$ cat src/rtl/adc_ctl_cfg.svh
`ifndef ADC_CTL_CFG_SVH
`define ADC_CTL_CFG_SVH
// ****************************************
// Register byte offsets
// ****************************************
`define OFS_CTRL        12'h000
`define OFS_CFG         12'h004
`define OFS_PINEN1      12'h008
`define OFS_PINEN2      12'h00C
`define OFS_CMPVAL      12'h010
`define OFS_RESULT      12'h014
`define OFS_STATUS      12'h018
`define OFS_PWR         12'h01C
`define OFS_TICKMOD     12'h020
// CTRL fields
`define CTRL_CH_LSB     0
`define CTRL_CONT_BIT   5
`define CTRL_IEN_BIT    6
`define CTRL_HWT_BIT    7
`define CTRL_CMPEN_BIT  8
`define CTRL_CMPGE_BIT  9
// CFG fields
`define CFG_CLK_LSB     0
`define CFG_DIV_LSB     2
`define CFG_MODE_LSB    4
// PWR fields
`define PWR_BANDGAP_BUFFER_ENABLE_BIT    0
`define PWR_LOWVOLT_DETECT_ENABLE_BIT    1
`define PWR_LOWVOLT_DETECT_STOP_ENABLE_BIT   2
// Channel codes
`define CH_PIN_LAST     5'h05
`define CH_PIN8         5'h08
`define CH_PIN9         5'h09
`define CH_TEMP         5'h1A
`define CH_BANDGAP      5'h1B
`define CH_OFF          5'h1F
// Reset values
`define RST_CTRL        10'h01F
`define RST_TICKMOD     16'hFFFF
// Bus responses
`define RESP_OKAY       2'h0
`define RESP_SLVERR     2'h2
`endif

$ cat src/rtl/adc_ctl_pkg.sv
package adc_ctl_pkg;
    typedef enum logic [1:0] {
        CLK_BUS     = 2'h0,
        CLK_BUS_DIV2 = 2'h1,
        CLK_ALT     = 2'h2,
        CLK_LOCAL   = 2'h3
    } clk_src_t;
    typedef enum logic [1:0] {
        FMT_8  = 2'h0,
        FMT_12 = 2'h1,
        FMT_10 = 2'h2
    } res_fmt_t;
    typedef enum logic [1:0] {
        ST_IDLE = 2'h0,
        ST_CONV = 2'h1,
        ST_DONE = 2'h2
    } conv_state_t;
    typedef enum logic [1:0] {
        PM_RUN   = 2'h0,
        PM_WAIT  = 2'h1,
        PM_STOP3 = 2'h2
    } pwr_mode_t;
endpackage

$ cat src/rtl/conv_clk_gen.sv
`timescale 1ns/1ps
`default_nettype none
// Selects a conversion clock source and divides it into a one-cycle tick.
module conv_clk_gen
    import adc_ctl_pkg::*;
(
    input  wire logic       sys_clk,
    input  wire logic       rst_b,
    input  wire logic [1:0] src,
    input  wire logic [1:0] div,
    input  wire logic       alt_tick,
    input  wire logic       local_tick,
    input  wire logic       alt_allowed,
    output logic            conv_tick
);
    typedef struct packed {
        logic       half;
        logic [2:0] cnt;
        logic       tick;
    } ccg_state_t;
    ccg_state_t st;
    ccg_state_t next_st;
    logic       src_tick;

    always_comb begin
        next_st = st;
        // Four selectable sources
        case (clk_src_t'(src))
            CLK_BUS:      src_tick = 1'b1;
            CLK_BUS_DIV2: src_tick = st.half;
            CLK_ALT:      src_tick = alt_tick && alt_allowed;
            CLK_LOCAL:    src_tick = local_tick;
            default:      src_tick = 1'b0;
        endcase
        next_st.half = ~st.half;
        next_st.tick = 1'b0;
        if (src_tick) begin
            // Divide by 1, 2, 4 or 8
            if (st.cnt >= ((3'h1 << div) - 3'h1)) begin
                next_st.cnt  = 3'h0;
                next_st.tick = 1'b1;
            end else begin
                next_st.cnt = st.cnt + 3'h1;
            end
        end
    end

    always_ff @(posedge sys_clk) begin
        if (!rst_b) begin
            st <= '0;
        end else begin
            st <= next_st;
        end
    end
    assign conv_tick = st.tick;
endmodule
`default_nettype wire

$ cat src/rtl/trig_sync.sv
`timescale 1ns/1ps
`default_nettype none
// Two-stage synchroniser with rising-edge pulse out.
module trig_sync (
    input  wire logic sys_clk,
    input  wire logic rst_b,
    input  wire logic async_in,
    output logic      pulse
);
    typedef struct packed {
        logic s1;
        logic s2;
        logic s3;
    } ts_state_t;
    ts_state_t st;
    ts_state_t next_st;

    always_comb begin
        next_st    = st;
        next_st.s1 = async_in;
        next_st.s2 = st.s1;
        next_st.s3 = st.s2;
    end
    always_ff @(posedge sys_clk) begin
        if (!rst_b) begin
            st <= '0;
        end else begin
            st <= next_st;
        end
    end
    // One pulse per match event
    assign pulse = st.s2 & ~st.s3;
endmodule
`default_nettype wire

$ cat src/rtl/adc_channel_clock_trigger_config.sv
`timescale 1ns/1ps
`default_nettype none
`include "adc_ctl_cfg.svh"
module adc_channel_clock_trigger_config
    import adc_ctl_pkg::*;
#(
    parameter int RES_BITS = 12
) (
    input  wire logic        sys_clk,
    input  wire logic        rst_b,
    input  wire logic [11:0] s_axi_awaddr,
    input  wire logic        s_axi_awvalid,
    output logic             s_axi_awready,
    input  wire logic [31:0] s_axi_wdata,
    input  wire logic [3:0]  s_axi_wstrb,
    input  wire logic        s_axi_wvalid,
    output logic             s_axi_wready,
    output logic [1:0]       s_axi_bresp,
    output logic             s_axi_bvalid,
    input  wire logic        s_axi_bready,
    input  wire logic [11:0] s_axi_araddr,
    input  wire logic        s_axi_arvalid,
    output logic             s_axi_arready,
    output logic [31:0]      s_axi_rdata,
    output logic [1:0]       s_axi_rresp,
    output logic             s_axi_rvalid,
    input  wire logic        s_axi_rready,
    input  wire logic [1:0]  pwr_mode,
    input  wire logic        external_reference_clock,
    input  wire logic        local_async_conv_clock,
    input  wire logic [15:0] tick_counter_value,
    input  wire logic        comp_out,
    output logic [4:0]       mux_sel,
    output logic             mux_route_en,
    output logic             temp_sensor_en,
    output logic             bandgap_sel,
    output logic             adc_power_on,
    output logic             sar_sample,
    output logic [11:0]      sar_trial,
    output logic             irq
);
    if (RES_BITS != 12) begin : g_res_check
        $error("RES_BITS must be 12");
    end

    typedef struct packed {
        logic        awready;
        logic        wready;
        logic        bvalid;
        logic [1:0]  bresp;
        logic        arready;
        logic        rvalid;
        logic [31:0] rdata;
        logic [1:0]  rresp;
        logic [9:0]  ctrl;
        logic [5:0]  cfg;
        logic [7:0]  pinen1;
        logic [7:0]  pinen2;
        logic [11:0] cmpval;
        logic [11:0] result;
        logic        done;
        logic [2:0]  pwr;
        logic [15:0] tickmod;
        logic        match_lvl;
        conv_state_t state;
        logic [3:0]  bitpos;
        logic [11:0] sar;
        logic        cont_run;
        logic [4:0]  mux_sel;
        logic        route_en;
        logic        temp_en;
        logic        bg_sel;
        logic        pwr_on;
        logic        sample;
        logic        irq;
    } top_state_t;
    top_state_t st;
    top_state_t next_st;

    logic conv_tick;
    logic hw_start;
    logic [4:0] ch;
    logic pin_gate;
    logic run_allowed;
    logic sw_start;
    logic wr_go;
    logic cmp_true;
    logic [11:0] fmt_res;
    logic [31:0] rd_word;

    // ****************************************
    // Clock selection and trigger crossing
    // ****************************************
    // Alternate source is the reference clock; not usable in stop3
    conv_clk_gen u_clk (
        .sys_clk     (sys_clk),
        .rst_b       (rst_b),
        .src         (st.cfg[`CFG_CLK_LSB +: 2]),
        .div         (st.cfg[`CFG_DIV_LSB +: 2]),
        .alt_tick    (external_reference_clock),
        .local_tick  (local_async_conv_clock),
        .alt_allowed (pwr_mode != PM_STOP3),
        .conv_tick   (conv_tick)
    );
    trig_sync u_trig (
        .sys_clk  (sys_clk),
        .rst_b    (rst_b),
        .async_in (st.match_lvl),
        .pulse    (hw_start)
    );

    assign ch = st.ctrl[`CTRL_CH_LSB +: 5];
    // Pin codes gated by their enable bit; no third enable register
    always_comb begin
        pin_gate = 1'b0;
        if (ch <= `CH_PIN_LAST) begin
            pin_gate = st.pinen1[ch[2:0]];
        end else if (ch == `CH_PIN8 || ch == `CH_PIN9) begin
            pin_gate = st.pinen2[ch[2:0]];
        end
    end
    // Stop3 running requires both low-volt enables; stop1 does not exist
    assign run_allowed = (pwr_mode != PM_STOP3) ||
                         (st.pwr[`PWR_LOWVOLT_DETECT_ENABLE_BIT] && st.pwr[`PWR_LOWVOLT_DETECT_STOP_ENABLE_BIT]);
    assign cmp_true = st.ctrl[`CTRL_CMPGE_BIT] ? (st.sar >= st.cmpval) : (st.sar < st.cmpval);
    always_comb begin
        case (res_fmt_t'(st.cfg[`CFG_MODE_LSB +: 2]))
            FMT_8:   fmt_res = {4'h0, st.sar[11:4]};
            FMT_10:  fmt_res = {2'h0, st.sar[11:2]};
            default: fmt_res = st.sar;
        endcase
    end
    assign wr_go = s_axi_awvalid && s_axi_wvalid && !st.bvalid;
    assign sw_start = wr_go && s_axi_awaddr == `OFS_CTRL && s_axi_wstrb[0];

    always_comb begin
        case (s_axi_araddr)
            `OFS_CTRL:    rd_word = {22'h0, st.ctrl};
            `OFS_CFG:     rd_word = {26'h0, st.cfg};
            `OFS_PINEN1:  rd_word = {24'h0, st.pinen1};
            `OFS_PINEN2:  rd_word = {24'h0, st.pinen2};
            `OFS_CMPVAL:  rd_word = {20'h0, st.cmpval};
            `OFS_RESULT:  rd_word = {20'h0, st.result};
            `OFS_STATUS:  rd_word = {29'h0, st.state, st.done};
            `OFS_PWR:     rd_word = {29'h0, st.pwr};
            `OFS_TICKMOD: rd_word = {16'h0, st.tickmod};
            default:      rd_word = 32'h0;
        endcase
    end

    // ****************************************
    // Next state
    // ****************************************
    always_comb begin
        next_st = st;
        next_st.awready = 1'b0;
        next_st.wready  = 1'b0;
        next_st.arready = 1'b0;
        next_st.sample  = 1'b0;
        // Match level independent of tick interrupt, in any mode
        next_st.match_lvl = (tick_counter_value == st.tickmod);
        if (st.bvalid && s_axi_bready) begin
            next_st.bvalid = 1'b0;
        end
        if (wr_go && !st.awready) begin
            next_st.awready = 1'b1;
            next_st.wready  = 1'b1;
            next_st.bvalid  = 1'b1;
            next_st.bresp   = `RESP_OKAY;
            case (s_axi_awaddr)
                `OFS_CTRL: begin
                    next_st.ctrl = s_axi_wdata[9:0];
                    next_st.done = 1'b0;
                end
                `OFS_CFG:     next_st.cfg = s_axi_wdata[5:0];
                `OFS_PINEN1:  next_st.pinen1 = s_axi_wdata[7:0];
                `OFS_PINEN2:  next_st.pinen2 = s_axi_wdata[7:0];
                `OFS_CMPVAL:  next_st.cmpval = s_axi_wdata[11:0];
                `OFS_PWR:     next_st.pwr = s_axi_wdata[2:0];
                `OFS_TICKMOD: next_st.tickmod = s_axi_wdata[15:0];
                `OFS_RESULT, `OFS_STATUS: ;
                default: next_st.bresp = `RESP_SLVERR;
            endcase
        end
        if (st.rvalid && s_axi_rready) begin
            next_st.rvalid = 1'b0;
        end
        if (s_axi_arvalid && !st.rvalid && !st.arready) begin
            next_st.arready = 1'b1;
            next_st.rvalid  = 1'b1;
            next_st.rdata   = rd_word;
            next_st.rresp   = (s_axi_araddr > `OFS_TICKMOD || s_axi_araddr[1:0] != 2'h0) ?
                              `RESP_SLVERR : `RESP_OKAY;
            if (s_axi_araddr == `OFS_RESULT) begin
                next_st.done = 1'b0;
            end
        end

        // Converter sequencing
        case (st.state)
            ST_IDLE: begin
                if (((!st.ctrl[`CTRL_HWT_BIT] && st.cont_run) ||
                     (st.ctrl[`CTRL_HWT_BIT] && hw_start)) && ch != `CH_OFF) begin
                    next_st.state  = ST_CONV;
                    next_st.bitpos = 4'hB;
                    next_st.sar    = 12'h800;
                    next_st.sample = 1'b1;
                end
            end
            ST_CONV: begin
                // No decision before the comparator is powered
                if (conv_tick && run_allowed && st.pwr_on) begin
                    // One trial bit per tick, MSB first
                    next_st.sar[st.bitpos] = comp_out;
                    if (st.bitpos == 4'h0) begin
                        next_st.state = ST_DONE;
                    end else begin
                        next_st.bitpos = st.bitpos - 4'h1;
                        next_st.sar[st.bitpos - 4'h1] = 1'b1;
                    end
                end
            end
            ST_DONE: begin
                // Flag gated by compare when enabled
                if (!st.ctrl[`CTRL_CMPEN_BIT] || cmp_true) begin
                    next_st.result = fmt_res;
                    next_st.done   = 1'b1;
                end
                // Continuous keeps running unless the hardware trigger bit is set, then waits for each match; single goes idle
                next_st.cont_run = st.ctrl[`CTRL_CONT_BIT];
                next_st.state = ST_IDLE;
            end
            default: next_st.state = ST_IDLE;
        endcase
        // Write aborts, then starts on the channel just written unless that channel is off or the hardware trigger bit is set
        if (sw_start) begin
            next_st.cont_run = 1'b0;
            next_st.state    = ST_IDLE;
            if (s_axi_wdata[`CTRL_CH_LSB +: 5] != `CH_OFF && !s_axi_wdata[`CTRL_HWT_BIT]) begin
                next_st.state  = ST_CONV;
                next_st.bitpos = 4'hB;
                next_st.sar    = 12'h800;
                next_st.sample = 1'b1;
            end
        end
        if (ch == `CH_OFF) begin
            next_st.cont_run = 1'b0;
            if (st.state == ST_CONV) begin
                next_st.state = ST_IDLE;
            end
        end

        // Analog front-end selects; reserved codes route nothing
        next_st.mux_sel  = ch;
        next_st.route_en = pin_gate;
        next_st.temp_en  = (ch == `CH_TEMP);
        next_st.bg_sel   = (ch == `CH_BANDGAP) && st.pwr[`PWR_BANDGAP_BUFFER_ENABLE_BIT];
        next_st.pwr_on   = (ch != `CH_OFF) && (next_st.state != ST_IDLE);
        next_st.irq      = next_st.done && st.ctrl[`CTRL_IEN_BIT];
    end

    always_ff @(posedge sys_clk) begin
        if (!rst_b) begin
            st         <= '0;
            st.ctrl    <= `RST_CTRL;
            st.tickmod <= `RST_TICKMOD;
            st.state   <= ST_IDLE;
        end else begin
            st <= next_st;
        end
    end

    assign s_axi_awready  = st.awready;
    assign s_axi_wready   = st.wready;
    assign s_axi_bvalid   = st.bvalid;
    assign s_axi_bresp    = st.bresp;
    assign s_axi_arready  = st.arready;
    assign s_axi_rvalid   = st.rvalid;
    assign s_axi_rdata    = st.rdata;
    assign s_axi_rresp    = st.rresp;
    assign mux_sel        = st.mux_sel;
    assign mux_route_en   = st.route_en;
    assign temp_sensor_en = st.temp_en;
    assign bandgap_sel    = st.bg_sel;
    assign adc_power_on   = st.pwr_on;
    assign sar_sample     = st.sample;
    assign sar_trial      = st.sar;
    assign irq            = st.irq;
endmodule
`default_nettype wire

$ cat config.mk
export PLATFORM = sky130hd
export DESIGN_NAME = adc_channel_clock_trigger_config
export DESIGN_NICKNAME = d
export VERILOG_FILES = /design/src/rtl/adc_ctl_pkg.sv /design/src/rtl/conv_clk_gen.sv /design/src/rtl/trig_sync.sv /design/src/rtl/adc_channel_clock_trigger_config.sv
export VERILOG_INCLUDE_DIRS = /design/src /design/src/rtl
export SDC_FILE = /design/constraint.sdc
export NUM_CORES = 1
export LEC_CHECK = 0
export BUFFER_PORTS_ARGS = -buffer_cell sky130_fd_sc_hd__buf_4
export CAP_MARGIN = 10
export CORE_MARGIN = 8
export CORE_UTILIZATION = 50
export DETAILED_ROUTE_END_ITERATION = 6
export GPL_TIMING_DRIVEN = 0
export PLACE_DENSITY_LB_ADDON = 0.15
export SLEW_MARGIN = 20
export SYNTH_ARGS = -nofsm -noshare
export SYNTH_HDL_FRONTEND = slang
export SYNTH_SLANG_ARGS = --single-unit
$ cat constraint.sdc
create_clock -name sys_clk -period 2.4 [get_ports sys_clk]
set_clock_uncertainty 0.2 [all_clocks]
set_input_delay 0.48 -clock sys_clk [delete_from_list [all_inputs] [get_ports sys_clk]]
set_output_delay 0.48 -clock sys_clk [all_outputs]
set_load 0.02 [all_outputs]
# == Word level (Yosys, flattened, before mapping) ==
# Index checks and enable logic that the tools add are counted.
# op_classes
n_addsub,3
mul,0
div_mod_pow,0
order_cmp,10
n_eq_ne,31
n_shift,1
n_mux,46
n_bitwise,5
reduce_logical,55
# ops
operator,n
case mux 16 bit (9 select lines),1
"equality test 12 x 5 -> 1 bit, second input constant",8
"equality test 12 x 4 -> 1 bit, second input constant",4
two-way mux 18 bit,2
two-way mux 36 bit,1
two-way mux 16 bit,2
case mux 16 bit (2 select lines),1
"equality test 12 x 3 -> 1 bit, second input constant",2
"equality test 12 x 6 -> 1 bit, second input constant",2
logical NOT 12 bit,2
case mux 12 bit (2 select lines),1
logical AND 1 bit,22
two-way mux 1 bit,20
two-way mux 20 bit,1
two-way mux 19 bit,1
AND reduction 2 bit,9
two-way mux 17 bit,1
equality test 16 bit,1
"equality test 5 bit, second input constant",3
bitwise mux 12 bit,1
greater-or-equal comparator 12 bit,1
"greater-than comparator 12 x 6 -> 1 bit, second input constant",1
< comparator 12 bit,1
OR 12 bit,1
30 further kinds,62
# word_totals
ff_bits,156
latch_bits,0
ramBits,0
mem_bits_ro,0
input_bits,88
out_inout_bits,64
elab_cells,186
mem_count,0

# == Depth between registers and ports, before layout ==
# logic_depth
depth_word,15
ltp_mapped,9
mapped_depth_nobuf,8

# == Modules after synthesis ==
# A second synthesis with hierarchy kept.
# unflattened
hier_cells,830
area_unflattened_um2,7537.2
# modules_own_cells
module,instances,cells_per_inst,area_per_inst_um2,seq_area_each_um2
adc_channel_clock_trigger_config,1,789,7125.6,2582.5
conv_clk_gen,1,34,319.1,100.1
trig_sync,1,7,92.6,60.1

# == Worst setup path before layout ==
# No wires, ideal clock.
# synth_timing
path_kind,reg-to-reg
from,reg st[64] in the netlist's numbering
to,reg st[53] in the netlist's numbering
setup_ns,0.072
arrival_time_ns,1.929
t_required_ns,2.128
slack_ns,0.199
stages_incl_launch_ff,10
path_buffers,1
period_less_slack_ns,2.201
path_cell_list,dfxtp_1 > inv_1 > ha_1 > nor2b_1 > o211ai_1 > a211oi_1 > or4b_4 > nand3_4 > buf_8 > mux2i_1
# synth_between
elab_chain_len,4
word_cells_on_any_way,5
classes_between,2 x order compare; 1 x mux; 2 x reduce/logical
# synth_rtl
item,line_no,text
"start, declared",adc_channel_clock_trigger_config.sv:77,top_state_t st;
"start signal, assigned",adc_channel_clock_trigger_config.sv:269,st <= next_st;
< comparator 12 bit or greater-or-equal comparator 12 bit (tied branches),adc_channel_clock_trigger_config.sv:125,assign cmp_true = st.ctrl[`CTRL_CMPGE_BIT] ? (st.sar >= st.cmpval) : (st.sar < st.cmpval);
two-way mux 1 bit *,adc_channel_clock_trigger_config.sv:125,
logical OR 1 bit *,adc_channel_clock_trigger_config.sv:225,if (!st.ctrl[`CTRL_CMPEN_BIT] || cmp_true) begin
AND reduction 2 bit (no source line) *,-,
# Every way passes the cells marked *; elsewhere a longest branch is shown, timed or not.
# A chain may end at the register's enable or synchronous reset.

# == Worst setup path in the final report ==
# layout_timing
from,reg st[64] in the netlist's numbering
to,reg st[52] in the netlist's numbering
# Same word-level chain as after synthesis.

==> impl_metrics.sql <==
INSERT INTO impl_metrics (metric_group, metric, value, unit) VALUES
('power_and_ir_drop', 'total_power', '5.440', 'mW'),
('detailed_routing', 'post_route_antenna_net_violation_count', '0', ''),
('clock_network', 'path_clk_slew', '60', 'ps'),
('sta', 'setup_repair_after_global_routing_missed_its_margin', 'yes', ''),
('clock_network', 'cts_hold_repair.buffers', '0', ''),
('critical_path', 'critical_path_arrival', '2510', 'ps'),
('clock_network', 'worst_skew_pair.late_latency', '420', 'ps'),
('clock_network', 'cts-root-to-sink-buffers', '2', ''),
('cells_and_area', 'finish.net_count', '1136', ''),
('place', 'place_hpwl', '17820', 'um'),
('hold_path', 'holdPathEnd', 'st[45]', ''),
('critical_path', 'path_max_fanout', '4', ''),
('critical_path', 'worstSetupStartpointType', 'flop', ''),
('detailed_routing', 'drt_iter0_markers', '481', ''),
('logic_synthesis', 'most_used_flip_flop_cell_after_synthesis', 'sky130_fd_sc_hd__dfxtp_1', ''),
('power_and_ir_drop', 'power.share.switching', '23.32', '%'),
('floorplan', 'fp.dieArea', '0.01938', 'sq mm'),
('logic_synthesis', 'netlist_top_cells_area', 'sky130_fd_sc_hd__dfxtp_1 36%, sky130_fd_sc_hd__mux2i_1 8.8%, sky130_fd_sc_hd__nand2_1 6.5%', ''),
('clock_network', 'htree_levels', '4', ''),
('cells_and_area', 'most_common_cell_after_layout_fill_and_taps_aside', 'sky130_fd_sc_hd__buf_4', ''),
('detailed_routing', 'drt_first_pass_iters', '5', ''),
('logic_synthesis', 'yosysWarnings', '0', ''),
('global_routing', 'number_of_global_route_vias_before_repair', '6747', ''),
('global_routing', 'grt_usage', '24.41', '%'),
('power_and_ir_drop', 'worst_voltage_drop_across_the_vdd_grid', '0.0004898', 'V'),
('sta', 'layout_worst_path_cycle_share', '98.66', '%'),
('sta', 'min_clock_period_post_route', '2368', 'ps'),
('detailed_routing', 'via_count', '6904', ''),
('clock_network', 'cts_tree', 'built', ''),
('cells_and_area', 'multi_input_comb_area', '0.004214', 'sq mm'),
('critical_path', 'ff2ff_setup_slack', '30', 'ps'),
('cells_and_area', 'n_antenna_cell', '0', ''),
('logic_synthesis', 'synth_top_cell_by_area', 'sky130_fd_sc_hd__dfxtp_1', ''),
('critical_path', 'timing.critical_path.required', '2540', 'ps'),
('critical_path', 'worst-setup-path-type', 'reg2reg', ''),
('global_routing', 'grt_max_degree', '17', ''),
('power_and_ir_drop', 'comb_power_share', '9.1', '%'),
('detailed_routing', 'drt-vias-per-instance', '5.641', ''),
('critical_path', 'r2r_cells', '9', ''),
('power_and_ir_drop', 'p_clk_share', '48.3', '%'),
('sta', 'setup_tns', '0', 'ps'),
('place', 'finalWeightedCongestion', '0.9226', ''),
('flow_run', 'drv_cap', '0', ''),
('detailed_routing', 'post_drt_wl_per_cell', '19.40', 'um'),
('critical_path', 'timing.critical_path.to_type', 'flop', ''),
('floorplan', 'initial_core_util', '50.49', '%'),
('cells_and_area', 'layout-drive-gt1-share', '29.05', '%'),
('logic_synthesis', 'synth-edff-count', '0', ''),
('sta', 'holdWs', '66.21', 'ps'),
('logic_synthesis', 'postSynthRegisterBits', '137', ''),
('detailed_routing', 'route.detailed.drc', '0', ''),
('sta', 'setup_viol_count_final', '0', ''),
('sta', 'relative_max_transition_margin', '44.72', '%'),
('sta', 'timing.final.hold_violations', '0', ''),
('floorplan', 'die_height', '139.2', 'um'),
('hold_path', 'hold-path-cell-count', '3', ''),
('power_and_ir_drop', 'power_frac_seq', '42.5', '%'),
('logic_synthesis', 'async_flop_share', '0', '%'),
('global_routing', 'grt_first_pass_wirelength', '37470', 'um'),
('clock_network', 'cts.root.buffer_cell', 'sky130_fd_sc_hd__clkbuf_16', ''),
('sta', 'maxSlewViolCount', '0', ''),
('hold_path', 'hold_path_startpoint', 's_axi_wdata[14]', ''),
('cells_and_area', 'stdcell_area', '0.009497', 'sq mm'),
('logic_synthesis', 'synthesis.area_per_instance', '8.714', 'sq um'),
('run_status', 'run_status', 'complete, no violations', ''),
('logic_synthesis', 'synthDistinctLibCells', '74', ''),
('place', 'port_buffer_count', '111', ''),
('clock_network', 'cts_buffers', '17', ''),
('sta', 'fmax', '0.4223', 'GHz'),
('clock_network', 'tritoncts_num_sinks', '137', ''),
('logic_synthesis', 'synth.cell_area', '0.007590', 'sq mm');
-- registers in the layout, summed over array words and instances (netlist names), 2 cells and up --
register / count
u_trig.next_st: 2
st: 79
mux_sel: 5
ch: 5
u_clk.st: 4
s_axi_rdata: 16
sar_trial: 12
-- per-stage QoR --
| stage | cells | util (%) |
|---|---|---|
| finish | 1224 | 63.17 |
| global route | 1224 | 63.17 |
| CTS | 1223 | 62.56 |
| detailed placement | 1187 | 58.02 |
| global placement | 1187 | 58.02 |
| floorplan | 888 | - |
-- power groups by stage --
stage	Sequential [mW]	Combinational, mW	Clock [mW]
floorplan	2.37	0.260	0
detailed placement	2.37	0.492	0
global route	2.32	0.528	2.76
CTS	2.32	0.494	2.64
finish	2.31	0.497	2.63
global placement	2.37	0.489	0
-- final cells by class --
class,count,share of cell area [%]
buffer,101,7.273
clock inverter,7,0.9486
tap,188,2.477
timing repair buffer,117,9.460
inverter,23,0.9091
sequential,137,29.28
multi-input combinational,627,44.37
clock buffer,24,5.283
-- cells in the mapped netlist (3+ instances only) --
cell / instances
sky130_fd_sc_hd__nor3_1: 16
sky130_fd_sc_hd__nor2b_1: 9
sky130_fd_sc_hd__nor3b_1: 3
sky130_fd_sc_hd__nor4_1: 5
sky130_fd_sc_hd__nand2b_1: 6
sky130_fd_sc_hd__a21oi_1: 50
sky130_fd_sc_hd__nand3_1: 44
sky130_fd_sc_hd__xor2_1: 16
sky130_fd_sc_hd__or2_2: 3
sky130_fd_sc_hd__nand4b_1: 3
sky130_fd_sc_hd__mux2i_1: 67
sky130_fd_sc_hd__and3_1: 6
sky130_fd_sc_hd__buf_2: 11
sky130_fd_sc_hd__a22o_1: 8
sky130_fd_sc_hd__mux2_2: 15
sky130_fd_sc_hd__and2_1: 10
sky130_fd_sc_hd__o21ai_0: 21
sky130_fd_sc_hd__nor4_4: 3
sky130_fd_sc_hd__a211oi_1: 10
sky130_fd_sc_hd__clkbuf_8: 5
sky130_fd_sc_hd__a222oi_1: 6
sky130_fd_sc_hd__mux4_2: 5
sky130_fd_sc_hd__nor2_1: 67
sky130_fd_sc_hd__or3_1: 4
sky130_fd_sc_hd__inv_1: 22
sky130_fd_sc_hd__dfxtp_1: 137
sky130_fd_sc_hd__nand3b_1: 4
sky130_fd_sc_hd__a21o_1: 6
sky130_fd_sc_hd__a31oi_1: 6
sky130_fd_sc_hd__a221oi_1: 4
sky130_fd_sc_hd__a32oi_1: 7
sky130_fd_sc_hd__clkbuf_1: 21
sky130_fd_sc_hd__ha_1: 24
sky130_fd_sc_hd__nand2_1: 132
sky130_fd_sc_hd__nand4_1: 9
sky130_fd_sc_hd__buf_4: 59
-- per-layer routing --
metal,vias up,global-route usage [%],share of wire [%]
li1,3294,-,-
met4,0,10.46,2.8
met5,-,0,0
met3,55,6.127,8.2
met1,3253,31.26,44
met2,302,38.27,45
-- critical path, stage by stage (launching register included) --
cell and delay, ps:
sky130_fd_sc_hd__dfxtp_2 330, sky130_fd_sc_hd__inv_2 50, sky130_fd_sc_hd__ha_4 210, sky130_fd_sc_hd__nor2b_1 120
sky130_fd_sc_hd__o211ai_1 250, sky130_fd_sc_hd__a211oi_2 140, sky130_fd_sc_hd__or4b_4 510, sky130_fd_sc_hd__nand3_4 150
sky130_fd_sc_hd__buf_4 150, sky130_fd_sc_hd__mux2i_1 180
-- cells by family (layout without fill, tap and decap cells) --
group           after synthesis  count (layout)  share of synthesized area (%)
compound gates              135             135                          11.74
xor+xnor                     17              17                          1.962
fa+ha+maj                    24              24                          3.957
buf+inv                     124             272                          10.24
flops                       137             137                          36.14
mux                          87              87                          12.55
other cells                   1              18                        0.04941
simple gates                346             346                          23.38
-- worst max path at each step --
stage | from | end | slack (ps) | cells past startpoint
6_report | st[64] | st[52] | 30 | 9
3_3_place_gp | s_axi_awaddr[9] | sar_trial[7] | -150 | 8
3_5_place_dp | sar_trial[10] | st[60] | -130 | 8
2_1_floorplan | st[64] | st[53] | 200 | 9
4_1_cts | st[64] | st[60] | -8 | 9
5_1_grt | st[71] | st[56] | -40 | 9
-- what timing repair did --
item	4_1_cts	5_1_grt
resized for setup	14	24
pin swaps	3	6
cloned	1	0
endpoints found under the setup margin	10	16
endpoints found under the hold margin	0	0
setup buffers	4	1
Power figures use the tool's default switching activity.
